===== src/siwcc_consts.svh =====
// Register map, field positions and reset values of the serial wire/clock control
// Assumes inclusion by bare name from every design file that needs them
`ifndef SIWCC_CONSTS_SVH
`define SIWCC_CONSTS_SVH

// ****************************************************************
// Register byte offsets
// ****************************************************************
`define SIWCC_OFS_CTRL   8'h00
`define SIWCC_OFS_STAT   8'h04
`define SIWCC_OFS_DATA   8'h08
`define SIWCC_OFS_PINPOS 8'h0C
`define SIWCC_OFS_PORT_A_OUTPUT  8'h10
`define SIWCC_OFS_PORTB  8'h14
`define SIWCC_OFS_MASK   8'h18

// ****************************************************************
// Field positions
// ****************************************************************
`define SIWCC_CTRL_WM_LO  4
`define SIWCC_CTRL_CS_LO  2
`define SIWCC_CTRL_STROBE 1
`define SIWCC_CTRL_TOGGLE 0
`define SIWCC_ST_START    7
`define SIWCC_ST_OVF      6
`define SIWCC_PORT_DIR_LO 4
`define SIWCC_PIN_DI      0
`define SIWCC_PIN_DO      1
`define SIWCC_PIN_SCK     2

// ****************************************************************
// Encodings and reset values
// ****************************************************************
`define SIWCC_WM_OFF      2'h0
`define SIWCC_WM_THREE    2'h1
`define SIWCC_WM_TWO_OVF  2'h3
`define SIWCC_CS_SOFT     2'h0
`define SIWCC_CS_TIMER    2'h1
`define SIWCC_CNT_MAX     4'hF
`define SIWCC_RST_BYTE    8'h00
`define SIWCC_RST_PIN3    3'h0
`define SIWCC_PIN_IDLE    3'h7
`define SIWCC_RESP_OKAY   2'h0
`define SIWCC_RESP_SLVERR 2'h2

`endif


===== src/siwcc_pkg.sv =====
// Shared types of the serial wire/clock control
// Assumes nothing beyond a SystemVerilog compiler
package siwcc_pkg;
	typedef logic [7:0] siwcc_byte_t;
	typedef logic [2:0] siwcc_pins_t;
	typedef logic [1:0] siwcc_resp_t;
endpackage


===== src/siwcc_top.sv =====
// Two-wire drive, clock source selection and pin routing of a universal serial iface
// Assumes an AXI4-Lite master on I_CORE_CLK and port pins that are asynchronous
//
// What this block does
// - Mode 10: data and clock pins open-drain, drivers enabled by routed port direction.
// - Two-wire data pin pulled low when output latch or port bit is zero.
// - Two-wire clock pin pulled low when port bit zero or start hold.
// - Start condition with clock output enabled holds clock low until flag cleared.
// - Two-wire mode disables data and clock pull-ups; input sampling unchanged.
// - Mode 11 also holds clock low from counter overflow until flag cleared.
// - External clock: output latch updates on edge opposite to data sampling.
// - Strobe or timer clock: output latch transparent, output follows shifts.
// - Source 00: strobe bit clocks shifter and counter; 01: timer match clocks both.
// - External: shifter on rising or falling edge; counter both edges or toggle writes.
// - Strobe shifts once, counts once, shifts in earlier sample; strobe reads zero.
// - Toggle write inverts clock port output bit; toggle reads zero.
// - External source with strobe bit set: each toggle write increments counter.
// - Pin position bit 0 routes functions to port B low pins or port A low pins.
// - Pin position bits 7 to 1 read as zero.
// - Start flag set on two-wire start, cleared only by writing one.
// - Overflow flag set when counter wraps 15 to 0, cleared only by writing one.
`timescale 1ns/1ps
`include "siwcc_consts.svh"

module siwcc_top
	import siwcc_pkg::*;
(
	// Clock and reset
	input  wire logic        I_CORE_CLK,
	input  wire logic        I_RST,
	// AXI4-Lite write
	input  wire logic [7:0]  I_AWADDR,
	input  wire logic        I_AWVALID,
	output logic             O_AWREADY,
	input  wire logic [31:0] I_WDATA,
	input  wire logic [3:0]  I_WSTRB,
	input  wire logic        I_WVALID,
	output logic             O_WREADY,
	output logic [1:0]       O_BRESP,
	output logic             O_BVALID,
	input  wire logic        I_BREADY,
	// AXI4-Lite read
	input  wire logic [7:0]  I_ARADDR,
	input  wire logic        I_ARVALID,
	output logic             O_ARREADY,
	output logic [31:0]      O_RDATA,
	output logic [1:0]       O_RRESP,
	output logic             O_RVALID,
	input  wire logic        I_RREADY,
	// Timer compare match pulse
	input  wire logic        I_TIMER0_MATCH,
	// Port A low pins
	input  wire logic [2:0]  I_PA_IN,
	output logic [2:0]       O_PA_OUT,
	output logic [2:0]       O_PA_OE,
	output logic [2:0]       O_PA_PULLUP,
	// Port B low pins
	input  wire logic [2:0]  I_PB_IN,
	output logic [2:0]       O_PB_OUT,
	output logic [2:0]       O_PB_OE,
	output logic [2:0]       O_PB_PULLUP,
	// Interrupt
	output logic             O_IRQ
);

	// ****************************************************************
	// Declarations
	// ****************************************************************
	logic [1:0]  wire_mode_select;
	logic [1:0]  clock_source_select;
	logic        ext_cnt_sel;
	siwcc_byte_t shreg;
	logic [3:0]  cnt;
	logic        start_condition_flag;
	logic        counter_overflow_flag;
	logic [1:0]  irq_mask;
	logic        pin_position_select;
	siwcc_pins_t port_a_output;
	siwcc_pins_t port_a_direction;
	siwcc_pins_t port_b_output;
	siwcc_pins_t port_b_direction;
	siwcc_pins_t pa_s1;
	siwcc_pins_t pa_s2;
	siwcc_pins_t pb_s1;
	siwcc_pins_t pb_s2;
	logic        scl_d;
	logic        sda_d;
	logic        di_prev;
	logic        do_latch;
	siwcc_pins_t sel_out;
	siwcc_pins_t sel_dir;
	siwcc_pins_t sel_in;
	siwcc_pins_t fn_out;
	siwcc_pins_t fn_oe;
	siwcc_pins_t fn_pu;
	logic        two_wire;
	logic        wr_fire;
	logic        wr_ctrl;
	logic        wr_stat;
	logic        wr_data;
	logic        strobe_sw;
	logic        toggle_wr;
	logic        scl_rise;
	logic        scl_fall;
	logic        shift_en;
	logic        cnt_en;
	logic        start_det;
	logic        clr_start;
	logic        clr_ovf;
	logic        clk_hold;
	logic        data_out;
	logic        wr_hit;
	logic        rd_hit;
	siwcc_byte_t rd_byte;

	// ****************************************************************
	// AXI4-Lite slave
	// ****************************************************************
	assign O_AWREADY = I_AWVALID & I_WVALID & ~O_BVALID;
	assign O_WREADY  = O_AWREADY;
	assign O_ARREADY = ~O_RVALID;
	assign wr_fire   = O_AWREADY;
	assign wr_hit    = (I_AWADDR == `SIWCC_OFS_CTRL) | (I_AWADDR == `SIWCC_OFS_STAT)
		| (I_AWADDR == `SIWCC_OFS_DATA) | (I_AWADDR == `SIWCC_OFS_PINPOS)
		| (I_AWADDR == `SIWCC_OFS_PORT_A_OUTPUT) | (I_AWADDR == `SIWCC_OFS_PORTB)
		| (I_AWADDR == `SIWCC_OFS_MASK);
	assign wr_ctrl   = wr_fire & I_WSTRB[0] & (I_AWADDR == `SIWCC_OFS_CTRL);
	assign wr_stat   = wr_fire & I_WSTRB[0] & (I_AWADDR == `SIWCC_OFS_STAT);
	assign wr_data   = wr_fire & I_WSTRB[0] & (I_AWADDR == `SIWCC_OFS_DATA);

	always_ff @(posedge I_CORE_CLK or posedge I_RST) begin
		if (I_RST) begin
			O_BVALID <= 1'b0;
			O_BRESP  <= `SIWCC_RESP_OKAY;
		end else if (wr_fire) begin
			O_BVALID <= 1'b1;
			O_BRESP  <= wr_hit ? `SIWCC_RESP_OKAY : `SIWCC_RESP_SLVERR;
		end else if (I_BREADY) begin
			O_BVALID <= 1'b0;
		end
	end

	always_comb begin
		rd_hit  = 1'b1;
		rd_byte = `SIWCC_RST_BYTE;
		unique case (I_ARADDR)
			`SIWCC_OFS_CTRL:   rd_byte = {2'b00, wire_mode_select, clock_source_select, 2'b00};
			`SIWCC_OFS_STAT:   rd_byte = {start_condition_flag, counter_overflow_flag, 2'b00, cnt};
			`SIWCC_OFS_DATA:   rd_byte = shreg;
			`SIWCC_OFS_PINPOS: rd_byte = {7'h00, pin_position_select};
			`SIWCC_OFS_PORT_A_OUTPUT:  rd_byte = {1'b0, port_a_direction, 1'b0, port_a_output};
			`SIWCC_OFS_PORTB:  rd_byte = {1'b0, port_b_direction, 1'b0, port_b_output};
			`SIWCC_OFS_MASK:   rd_byte = {irq_mask, 6'h00};
			default:           rd_hit  = 1'b0;
		endcase
	end

	always_ff @(posedge I_CORE_CLK or posedge I_RST) begin
		if (I_RST) begin
			O_RVALID <= 1'b0;
			O_RDATA  <= 32'h0000_0000;
			O_RRESP  <= `SIWCC_RESP_OKAY;
		end else if (I_ARVALID & O_ARREADY) begin
			O_RVALID <= 1'b1;
			O_RDATA  <= {24'h00_0000, rd_byte};
			O_RRESP  <= rd_hit ? `SIWCC_RESP_OKAY : `SIWCC_RESP_SLVERR;
		end else if (I_RREADY) begin
			O_RVALID <= 1'b0;
		end
	end

	// ****************************************************************
	// Configuration registers
	// ****************************************************************
	always_ff @(posedge I_CORE_CLK or posedge I_RST) begin
		if (I_RST) begin
			wire_mode_select    <= `SIWCC_WM_OFF;
			clock_source_select <= `SIWCC_CS_SOFT;
			ext_cnt_sel         <= 1'b0;
			irq_mask            <= 2'b00;
			pin_position_select <= 1'b0;
		end else if (wr_fire & I_WSTRB[0]) begin
			if (I_AWADDR == `SIWCC_OFS_CTRL) begin
				wire_mode_select    <= I_WDATA[`SIWCC_CTRL_WM_LO +: 2];
				clock_source_select <= I_WDATA[`SIWCC_CTRL_CS_LO +: 2];
				ext_cnt_sel         <= I_WDATA[`SIWCC_CTRL_STROBE];
			end
			if (I_AWADDR == `SIWCC_OFS_MASK) begin
				irq_mask <= I_WDATA[`SIWCC_ST_OVF +: 2];
			end
			if (I_AWADDR == `SIWCC_OFS_PINPOS) begin
				pin_position_select <= I_WDATA[0];
			end
		end
	end

	// Port registers; toggle inverts the clock bit of the routed port
	always_ff @(posedge I_CORE_CLK or posedge I_RST) begin
		if (I_RST) begin
			port_a_output    <= `SIWCC_RST_PIN3;
			port_a_direction <= `SIWCC_RST_PIN3;
			port_b_output    <= `SIWCC_RST_PIN3;
			port_b_direction <= `SIWCC_RST_PIN3;
		end else begin
			if (wr_fire & I_WSTRB[0] & (I_AWADDR == `SIWCC_OFS_PORT_A_OUTPUT)) begin
				port_a_output    <= I_WDATA[2:0];
				port_a_direction <= I_WDATA[`SIWCC_PORT_DIR_LO +: 3];
			end else if (toggle_wr & pin_position_select) begin
				port_a_output[`SIWCC_PIN_SCK] <= ~port_a_output[`SIWCC_PIN_SCK];
			end
			if (wr_fire & I_WSTRB[0] & (I_AWADDR == `SIWCC_OFS_PORTB)) begin
				port_b_output    <= I_WDATA[2:0];
				port_b_direction <= I_WDATA[`SIWCC_PORT_DIR_LO +: 3];
			end else if (toggle_wr & ~pin_position_select) begin
				port_b_output[`SIWCC_PIN_SCK] <= ~port_b_output[`SIWCC_PIN_SCK];
			end
		end
	end

	// ****************************************************************
	// Pin input synchronisers and edge detection
	// ****************************************************************
	always_ff @(posedge I_CORE_CLK or posedge I_RST) begin
		if (I_RST) begin
			pa_s1 <= `SIWCC_PIN_IDLE;
			pa_s2 <= `SIWCC_PIN_IDLE;
			pb_s1 <= `SIWCC_PIN_IDLE;
			pb_s2 <= `SIWCC_PIN_IDLE;
		end else begin
			pa_s1 <= I_PA_IN;
			pa_s2 <= pa_s1;
			pb_s1 <= I_PB_IN;
			pb_s2 <= pb_s1;
		end
	end

	assign sel_in  = pin_position_select ? pa_s2 : pb_s2;
	assign sel_out = pin_position_select ? port_a_output : port_b_output;
	assign sel_dir = pin_position_select ? port_a_direction : port_b_direction;

	always_ff @(posedge I_CORE_CLK or posedge I_RST) begin
		if (I_RST) begin
			scl_d   <= 1'b1;
			sda_d   <= 1'b1;
			di_prev <= 1'b0;
		end else begin
			scl_d   <= sel_in[`SIWCC_PIN_SCK];
			sda_d   <= sel_in[`SIWCC_PIN_DI];
			di_prev <= sel_in[`SIWCC_PIN_DI];
		end
	end

	assign scl_rise  = sel_in[`SIWCC_PIN_SCK] & ~scl_d;
	assign scl_fall  = ~sel_in[`SIWCC_PIN_SCK] & scl_d;
	assign two_wire  = wire_mode_select[1];
	assign start_det = two_wire & sda_d & ~sel_in[`SIWCC_PIN_DI] & scl_d & sel_in[`SIWCC_PIN_SCK];

	// ****************************************************************
	// Clock source selection
	// ****************************************************************
	assign strobe_sw = wr_ctrl & I_WDATA[`SIWCC_CTRL_STROBE]
		& (I_WDATA[`SIWCC_CTRL_CS_LO +: 2] == `SIWCC_CS_SOFT);
	assign toggle_wr = wr_ctrl & I_WDATA[`SIWCC_CTRL_TOGGLE];
	assign shift_en  = strobe_sw
		| ((clock_source_select == `SIWCC_CS_TIMER) & I_TIMER0_MATCH)
		| (clock_source_select[1] & (clock_source_select[0] ? scl_fall : scl_rise));
	assign cnt_en    = strobe_sw
		| ((clock_source_select == `SIWCC_CS_TIMER) & I_TIMER0_MATCH)
		| (clock_source_select[1] & ~ext_cnt_sel & (scl_rise | scl_fall))
		| (clock_source_select[1] & ext_cnt_sel & toggle_wr);

	// ****************************************************************
	// Shifter, output latch and counter
	// ****************************************************************
	always_ff @(posedge I_CORE_CLK or posedge I_RST) begin
		if (I_RST) begin
			shreg <= `SIWCC_RST_BYTE;
		end else if (wr_data) begin
			shreg <= I_WDATA[7:0];
		end else if (shift_en) begin
			shreg <= {shreg[6:0], di_prev};
		end
	end

	// Latch follows MSB on the edge opposite to sampling
	always_ff @(posedge I_CORE_CLK or posedge I_RST) begin
		if (I_RST) begin
			do_latch <= 1'b0;
		end else if (clock_source_select[1] & (clock_source_select[0] ? scl_rise : scl_fall)) begin
			do_latch <= shreg[7];
		end
	end

	assign data_out = clock_source_select[1] ? do_latch : shreg[7];

	always_ff @(posedge I_CORE_CLK or posedge I_RST) begin
		if (I_RST) begin
			cnt <= 4'h0;
		end else if (wr_stat) begin
			cnt <= I_WDATA[3:0];
		end else if (cnt_en) begin
			cnt <= cnt + 4'h1;
		end
	end

	// ****************************************************************
	// Sticky flags and interrupt
	// ****************************************************************
	assign clr_start = wr_stat & I_WDATA[`SIWCC_ST_START];
	assign clr_ovf   = wr_stat & I_WDATA[`SIWCC_ST_OVF];

	always_ff @(posedge I_CORE_CLK or posedge I_RST) begin
		if (I_RST) begin
			start_condition_flag <= 1'b0;
		end else if (start_det) begin
			start_condition_flag <= 1'b1;
		end else if (clr_start) begin
			start_condition_flag <= 1'b0;
		end
	end

	always_ff @(posedge I_CORE_CLK or posedge I_RST) begin
		if (I_RST) begin
			counter_overflow_flag <= 1'b0;
		end else if (cnt_en & ~wr_stat & (cnt == `SIWCC_CNT_MAX)) begin
			counter_overflow_flag <= 1'b1;
		end else if (clr_ovf) begin
			counter_overflow_flag <= 1'b0;
		end
	end

	assign O_IRQ = |({start_condition_flag, counter_overflow_flag} & irq_mask);

	// ****************************************************************
	// Pin function override
	// ****************************************************************
	assign clk_hold = (two_wire & start_condition_flag)
		| ((wire_mode_select == `SIWCC_WM_TWO_OVF) & counter_overflow_flag);

	always_comb begin
		fn_out = sel_out;
		fn_oe  = sel_dir;
		fn_pu  = ~sel_dir & sel_out;
		if (wire_mode_select == `SIWCC_WM_THREE) begin
			fn_out[`SIWCC_PIN_DO] = data_out;
		end
		if (two_wire) begin
			fn_out[`SIWCC_PIN_DI]  = 1'b0;
			fn_out[`SIWCC_PIN_SCK] = 1'b0;
			fn_oe[`SIWCC_PIN_DI]   = sel_dir[`SIWCC_PIN_DI]
				& (~data_out | ~sel_out[`SIWCC_PIN_DI]);
			fn_oe[`SIWCC_PIN_SCK]  = sel_dir[`SIWCC_PIN_SCK]
				& (~sel_out[`SIWCC_PIN_SCK] | clk_hold);
			fn_pu[`SIWCC_PIN_DI]   = 1'b0;
			fn_pu[`SIWCC_PIN_SCK]  = 1'b0;
		end
	end

	assign O_PA_OUT    = pin_position_select ? fn_out : port_a_output;
	assign O_PA_OE     = pin_position_select ? fn_oe : port_a_direction;
	assign O_PA_PULLUP = pin_position_select ? fn_pu : (~port_a_direction & port_a_output);
	assign O_PB_OUT    = pin_position_select ? port_b_output : fn_out;
	assign O_PB_OE     = pin_position_select ? port_b_direction : fn_oe;
	assign O_PB_PULLUP = pin_position_select ? (~port_b_direction & port_b_output) : fn_pu;
endmodule


===== config.mk =====
export PLATFORM = sky130hd
export DESIGN_NAME = siwcc_top
export DESIGN_NICKNAME = d
export VERILOG_FILES = /design/src/siwcc_pkg.sv /design/src/siwcc_top.sv
export VERILOG_INCLUDE_DIRS = /design/src
export SDC_FILE = /design/constraint.sdc
export NUM_CORES = 1
export LEC_CHECK = 0
export ABC_AREA = 1
export BUFFER_PORTS_ARGS = -buffer_cell sky130_fd_sc_hd__clkbuf_2
export CORE_MARGIN = 2
export CORE_UTILIZATION = 45
export CTS_BUF_LIST = sky130_fd_sc_hd__clkbuf_16
export DETAILED_ROUTE_END_ITERATION = 10
export GPL_TIMING_DRIVEN = 0
export PLACE_DENSITY = 0.77
export SLEW_MARGIN = 20
export SYNTH_ARGS = -nofsm -noshare
export SYNTH_HDL_FRONTEND = slang
export SYNTH_SLANG_ARGS = --single-unit

===== constraint.sdc =====
create_clock -name I_CORE_CLK -period 1.8 [get_ports I_CORE_CLK]
set_input_delay 0.36 -clock I_CORE_CLK [delete_from_list [all_inputs] [get_ports I_CORE_CLK]]
set_output_delay 0.36 -clock I_CORE_CLK [all_outputs]
set_load 0.02 [all_outputs]

# [After elaboration in Yosys (flattened, before gate mapping)]
# Cells that the tools add are included.
# Widths: inputs -> output; s select.
[word_totals] regBits=64 latch_bits=0 ramBits=0 mem_bits_ro=0 output_inout_bits=60 memories=0
[classes] n_addsub=1 multipliers=0 n_div=0 n_lt_le_gt_ge=0 n_eq_ne=16 n_shift=0 n_mux=39 bitwise_logic=69 n_reduce_logical=16
[op_table] op="$pmux 8 s7" n=1
[op_table] op="$eq 8x5->1 const B" n=6
[op_table] op="$and 1x1->1" n=35
[op_table] op="$eq 8x4->1 const B" n=4
[op_table] op="$mux 3" n=9
[op_table] op="$mux 1" n=23
[op_table] op="$eq 8x3->1 const B" n=2
[op_table] op="$logic_not 8->1" n=2
[op_table] op="$mux 8" n=2
[op_table] op="$reduce_bool 2->1" n=8
[op_table] op="$or 1x1->1" n=14
[op_table] op="$not 1->1" n=13
[op_table] op="$and 3x3->3" n=3
[op_table] op="$not 3->3" n=3
[op_table] op="$mux 4" n=2
[op_table] op="$reduce_or 7->1" n=1
[op_table] op="$reduce_and 2->1" n=3
[op_table] op="$add 4x1->4 const B" n=1
[op_table] op="$eq 2x1->1 const B" n=2
[op_table] op="$eq 4x4->1 const B" n=1
[op_table] op="$mux 2" n=2
[op_table] op="$and 2x2->2" n=1
[op_table] op="$eq 2x2->1 const B" n=1
[op_table] op="$logic_not 2->1" n=1
[op_table] op="$reduce_or 2->1" n=1

# [Depth between registers and ports, before layout]
[logic_depth] depth_word=12 depth_mapped=12 ltp_nobuf=11

# [Least setup slack after synthesis]
# Ideal clock, no wire load.
[synth_timing] path_type="register to register" from="register pin_position_select" to="register shreg[7]" setup_ns=0.119 t_arrival_ns=1.771 t_required_ns=1.681 setup_slack_ns=-0.090 path_stages_with_launch=13 path_buffers=1 period_less_slack_ns=1.890 path_cell_list="dfrtp_1 > inv_1 > or2_2 > o21ai_0 > inv_1 > ha_1 > inv_1 > a21oi_1 > o21ai_1 > nand4_4 > buf_8 > nand2_2 > o21ai_2"
[synth_between] elab_chain_len=7 word_cells_on_any_way=8
[synth_rtl] element="start: declaration" line_no="siwcc_top.sv:77" source="logic pin_position_select;"
[synth_rtl] element="start signal: assignment" line_no="siwcc_top.sv:192" source="pin_position_select <= I_WDATA[0];"
[synth_rtl] element="$mux 3 *" line_no="siwcc_top.sv:237" source="assign sel_in = pin_position_select ? pa_s2 : pb_s2;"
[synth_rtl] element="via sel_in[2]" line_no="siwcc_top.sv:92" source="siwcc_pins_t sel_in;"
[synth_rtl] element="$not 1->1" line_no="siwcc_top.sv:254" source="assign scl_fall = ~sel_in[`SIWCC_PIN_SCK] & scl_d;"
[synth_rtl] element="$and 1x1->1" line_no="siwcc_top.sv:254"
[synth_rtl] element="$mux 1 *" line_no="siwcc_top.sv:266" source="| (clock_source_select[1] & (clock_source_select[0] ? scl_fall : scl_rise));"
[synth_rtl] element="$and 1x1->1 *" line_no="siwcc_top.sv:266"
[synth_rtl] element="$or 1x1->1 *" line_no="siwcc_top.sv:264" source="assign shift_en = strobe_sw"
[synth_rtl] element="$reduce_bool 2->1 (no line) *"
[synth_rtl] element="end signal: assignment" line_no="siwcc_top.sv:277" source="shreg <= `SIWCC_RST_BYTE;"
[synth_rtl] element="end signal: assignment" line_no="siwcc_top.sv:279" source="shreg <= I_WDATA[7:0];"
[synth_rtl] element="end signal: assignment" line_no="siwcc_top.sv:281" source="shreg <= {shreg[6:0], di_prev};"
[synth_rtl] element="end: declaration" line_no="siwcc_top.sv:72" source="siwcc_byte_t shreg;"
# Mark *: on every way through the listed nets, which the timed path passes. The rest lies on a longest branch.
# A chain may end at the register's enable or synchronous reset.

# [Final worst setup path]
[layout_timing] from="register pin_position_select" to="output port O_PA_OE[0]"
[layout_between] elab_chain_len=6 word_cells_on_any_way=7
[layout_rtl] element="$mux 3" line_no="siwcc_top.sv:238" source="assign sel_out = pin_position_select ? port_a_output : port_b_output;"
[layout_rtl] element="$not 1->1" line_no="siwcc_top.sv:351" source="& (~data_out | ~sel_out[`SIWCC_PIN_DI]);"
[layout_rtl] element="$or 1x1->1" line_no="siwcc_top.sv:351"
[layout_rtl] element="$and 1x1->1" line_no="siwcc_top.sv:350" source="fn_oe[`SIWCC_PIN_DI] = sel_dir[`SIWCC_PIN_DI]"
[layout_rtl] element="$mux 1" line_no="siwcc_top.sv:347" source="if (two_wire) begin"
[layout_rtl] element="$mux 3 *" line_no="siwcc_top.sv:360" source="assign O_PA_OE = pin_position_select ? fn_oe : port_a_direction;"
[layout_rtl] element="end: declaration" line_no="siwcc_top.sv:55" source="output logic [2:0] O_PA_OE,"
# Mark *: on every way between the ends. The rest lies on a longest branch, timed or not.

==> summary.md <==
| Metric | Value |
|---|---|
| CTS Buf Count | `9` |
| Total gr overflow | `0` |
| Setup-failing EPs final | `16` |
| Area grow syn2layout | `35.20%` |
| Max-Cap Viols | `0` |
| Die area | `8304 um2` |
| Total iterations of the first detailed-routing run | `5` |
| Crit-path max FO | `4` |
| Failing checks | `negative setup slack` |
| Crit path largest cell delay | `420 ps` |
| Global Route Usage Sum | `0.2359` |
| Setup TNS | `-1005 ps` |
| CP bufs+invs | `4` |
| Sequential fraction of the synthesis area | `0.4286` |
| Prevailing post-synth register cell | `dfrtp_1` |
| Worst path required time | `1440 ps` |
| Total power divided by cell area | `781.1 nW/um2` |
| Placed Area | `around 4000 um2` |
| Fmax | `503.7 MHz` |
| Slew Viols, Final | `0` |
| # DRC | `0` |
| Final Cycle Share | `1.103` |
| Syn_area_per_cell | `7.944 um2` |
| Synth area leaders | `dfrtp_1 35%, nand2_1 11%, dfstp_2 7.7%` |
| FF+latch count, synth | `58` |
| R2R Path Start | `pin_position_select` |
| Non-filler instance count after layout | `658` |
| Post-layout min period | `1985 ps` |
| Post-synthesis instance total | `430` |
| Final non-filler cell area | `approximately 4600 um2` |
| Vias in the first global route | `3200` |
| Worst setup path start | `pin_position_select` |
| Crit path cell chain | `buf_6 -> nor2_4 -> inv_2 -> o21ai_2 -> nand2_1 -> o21ai_1 -> inv_1 -> clkbuf_2` |
| Layout cells sized above 1 | `0.3631` |
| Root buffer cell | `clkbuf_16` |
| Mapped Area | `3416 um2` |
| H-tree level count | `3` |
| Largest net degree at the start of global routing | `59` |
| Hold-fix buffers, CTS | `0` |
| Top-count cell post-synth | `nand2_1` |
| Worst Slack Setup Final | `-185.2 ps` |
| RSZ-0062 raised after global routing | `true` |
| IO Count | `126` |
| Clock Path Buffers | `2` |
| Area leader, netlist | `dfrtp_1` |
| Async SR Flop Fraction | `1.000` |
| Slew @ Worst Pin | `just over 700 ps` |
| Yosys cell types | `34` |
| DRT Wirelength | `9345 um` |
| Leak | `approximately 2.4 nW` |
| Worst hold path class | `primary input to flip-flop` |
| FP Rows | `31` |
| Initial antenna violation count | `0` |
| CP top delay family | `flip-flops` |
| R2R Path End | `do_latch` |
| Post-synth EDFFs | `0` |
| Placed insts | `624` |
| Synth cell count leaders | `102 x nand2_1, 53 x inv_1, 48 x dfrtp_1, 48 x o21ai_0` |
| Final GP Congestion | `~0.9` |
| Core Region | `7292 um2` |
| R2R Setup Slk | `-70 ps` |
| Critical Path Stages | `8` |
| Finished Core Util | `0.6333` |
| Skew final | `9.152 ps` |
| Via count | `3366` |
| Status | `finished, violations left` |
| Initial Utilization | `0.4684` |
| First-pass GRT wire length | `15590 um` |
| Hold Startpoint | `I_PB_IN[0]` |
| N_diodes | `0` |
| Arrival @ worst endpoint | `1630 ps` |
| Layout fillers | `613` |
| HPWL Detailed | `6392 um` |
| Final ANT Viol Nets | `0` |
| IO buf count | `70` |
| Clk_lat worst skew | `~330 ps` |
| CTS clk-pin slew, worst paths | `50 ps` |
| Slew margin rel. | `0.5304` |
| Hold Vio Cnt, Final | `0` |
| Vias per inst | `5.116` |
| Startpoint Class | `flip-flop` |
| Die Y | `91.13 um` |
| Syn. warnings | `0` |
| Clk sinks | `a little under 60` |
| Die width | `roughly 91 um` |
| Final #Nets | `623` |
| Yosys top cell area share | `0.3516` |
| Crit-path slowest cell | `dfrtp_2` |
| 1st-iter DRT viols | `roughly 320` |
| CTS tree | `yes` |
| Worst Reg-to-Reg Cells | `14` |
| Worst IR Drop VDD | `0.6407 mV` |
| Wire per inst | `14.20 um` |
| Critical path class | `flip-flop to output port` |
| Worst setup path endpoint | `O_PA_OE[0]` |
| Crit. End Element | `output port` |
[worst min-delay path by stage]
| stage | end | depth (start not counted) |
|---|---|---|
| after floorplan | pa_s2[0] | 0 |
| after global routing | pa_s1[0] | 1 |
| after detailed placement | pb_s2[0] | 0 |
| after CTS | pb_s1[0] | 1 |
| after global placement | pa_s2[0] | 0 |
| final | pb_s1[0] | 1 |
[cell type report]
cell class | count | area (um2) | area share
multi-input combinational | 304 | 1653 | 0.3579
sequential | 58 | 1465 | 0.3173
timing repair buffer | 88 | 575.6 | 0.1246
buffer | 37 | 274.0 | 0.05933
clock buffer | 9 | 225.2 | 0.04877
inverter | 56 | 217.7 | 0.04714
tap | 99 | 123.9 | 0.02682
clock inverter | 7 | 83.83 | 0.01815
[where the power goes]
| part | leakage (nW) | switching [mW] | internal [mW] |
|---|---|---|---|
| clock network | 0.156 | 0.582 | 1.19 |
| logic | 1.49 | 0.278 | 0.160 |
| registers | 0.743 | 0.0338 | 1.36 |
[worst reg2reg max path: stages (launching register included)]
cell and delay (ps):
dfrtp_2 420, buf_4 150, inv_4 60, or2_4 110
o21ai_4 60, inv_2 60, ha_2 160, inv_2 40
buf_4 120, buf_4 120, buf_4 120, a21oi_1 110
o21ai_1 100, nand2_1 60, o21ai_0 70
[stage by stage]
step | setup slack [ps] | power (mW) | hold WS, ps
after detailed placement | -225.2 | 1.822 | 346.9
final | -185.2 | 3.607 | 116.0
after global placement | -669.8 | 1.807 | 345.6
after global routing | -231.3 | 3.729 | 112.8
after CTS | -105.6 | 3.609 | 111.7
after floorplan | 27.12 | 1.692 | 345.2
[sequential cells by signal (all words and copies together), names as in the netlist, 3 cells and up]
signal / cells
O_RDATA: 8
cnt: 4
port_a_direction: 3
port_a_output: 3
port_b_direction: 3
port_b_output: 3
shreg: 8
[cells by family (layout without fill, tap and decap cells)]
family,Yosys count,in the layout,share of synthesized area
compound gates,88,88,0.1443
xor+xnor,1,1,0.002565
fa+ha+maj,3,3,0.01099
buf+inv,93,197,0.1388
flops,58,58,0.4286
other cells,1,26,0.001098
simple gates,186,186,0.2736
[metal layers]
layer	part of all wire	global-route usage	vias up
met2	0.48	0.3802	194
met5	0	0	-
li1	-	-	1590
met3	0.085	0.05643	28
met4	0.028	0.09091	0
met1	0.41	0.3079	1554
[placed cells by master, fill, tap and decap left out, drive strengths merged]
master | synthesis | layout
dfrtp | 48 | 48
nor3 | 9 | 9
a21oi | 5 | 5
or2 | 3 | 3
xor2 | 1 | 1
bufinv | 0 | 2
a22o | 1 | 1
o21ai | 78 | 78
nand4 | 10 | 10
nand3 | 31 | 31
nand2 | 106 | 106
o211ai | 3 | 3
buf | 33 | 60
conb | 1 | 26
a311oi | 1 | 1
nand3b | 2 | 2
inv | 56 | 56
nor2 | 25 | 25
clkbuf | 4 | 74
dfstp | 10 | 10
clkinv | 0 | 5
ha | 3 | 3
[repair_timing]
| item | CTS | global route |
|---|---|---|
| gates cloned | 1 | 0 |
| pin swaps | 8 | 7 |
| gates resized for setup | 40 | 29 |
| setup buffers | 15 | 2 |
| endpoints found under the setup margin | 18 | 24 |
Note: power is estimated with default switching activity, not from simulation.
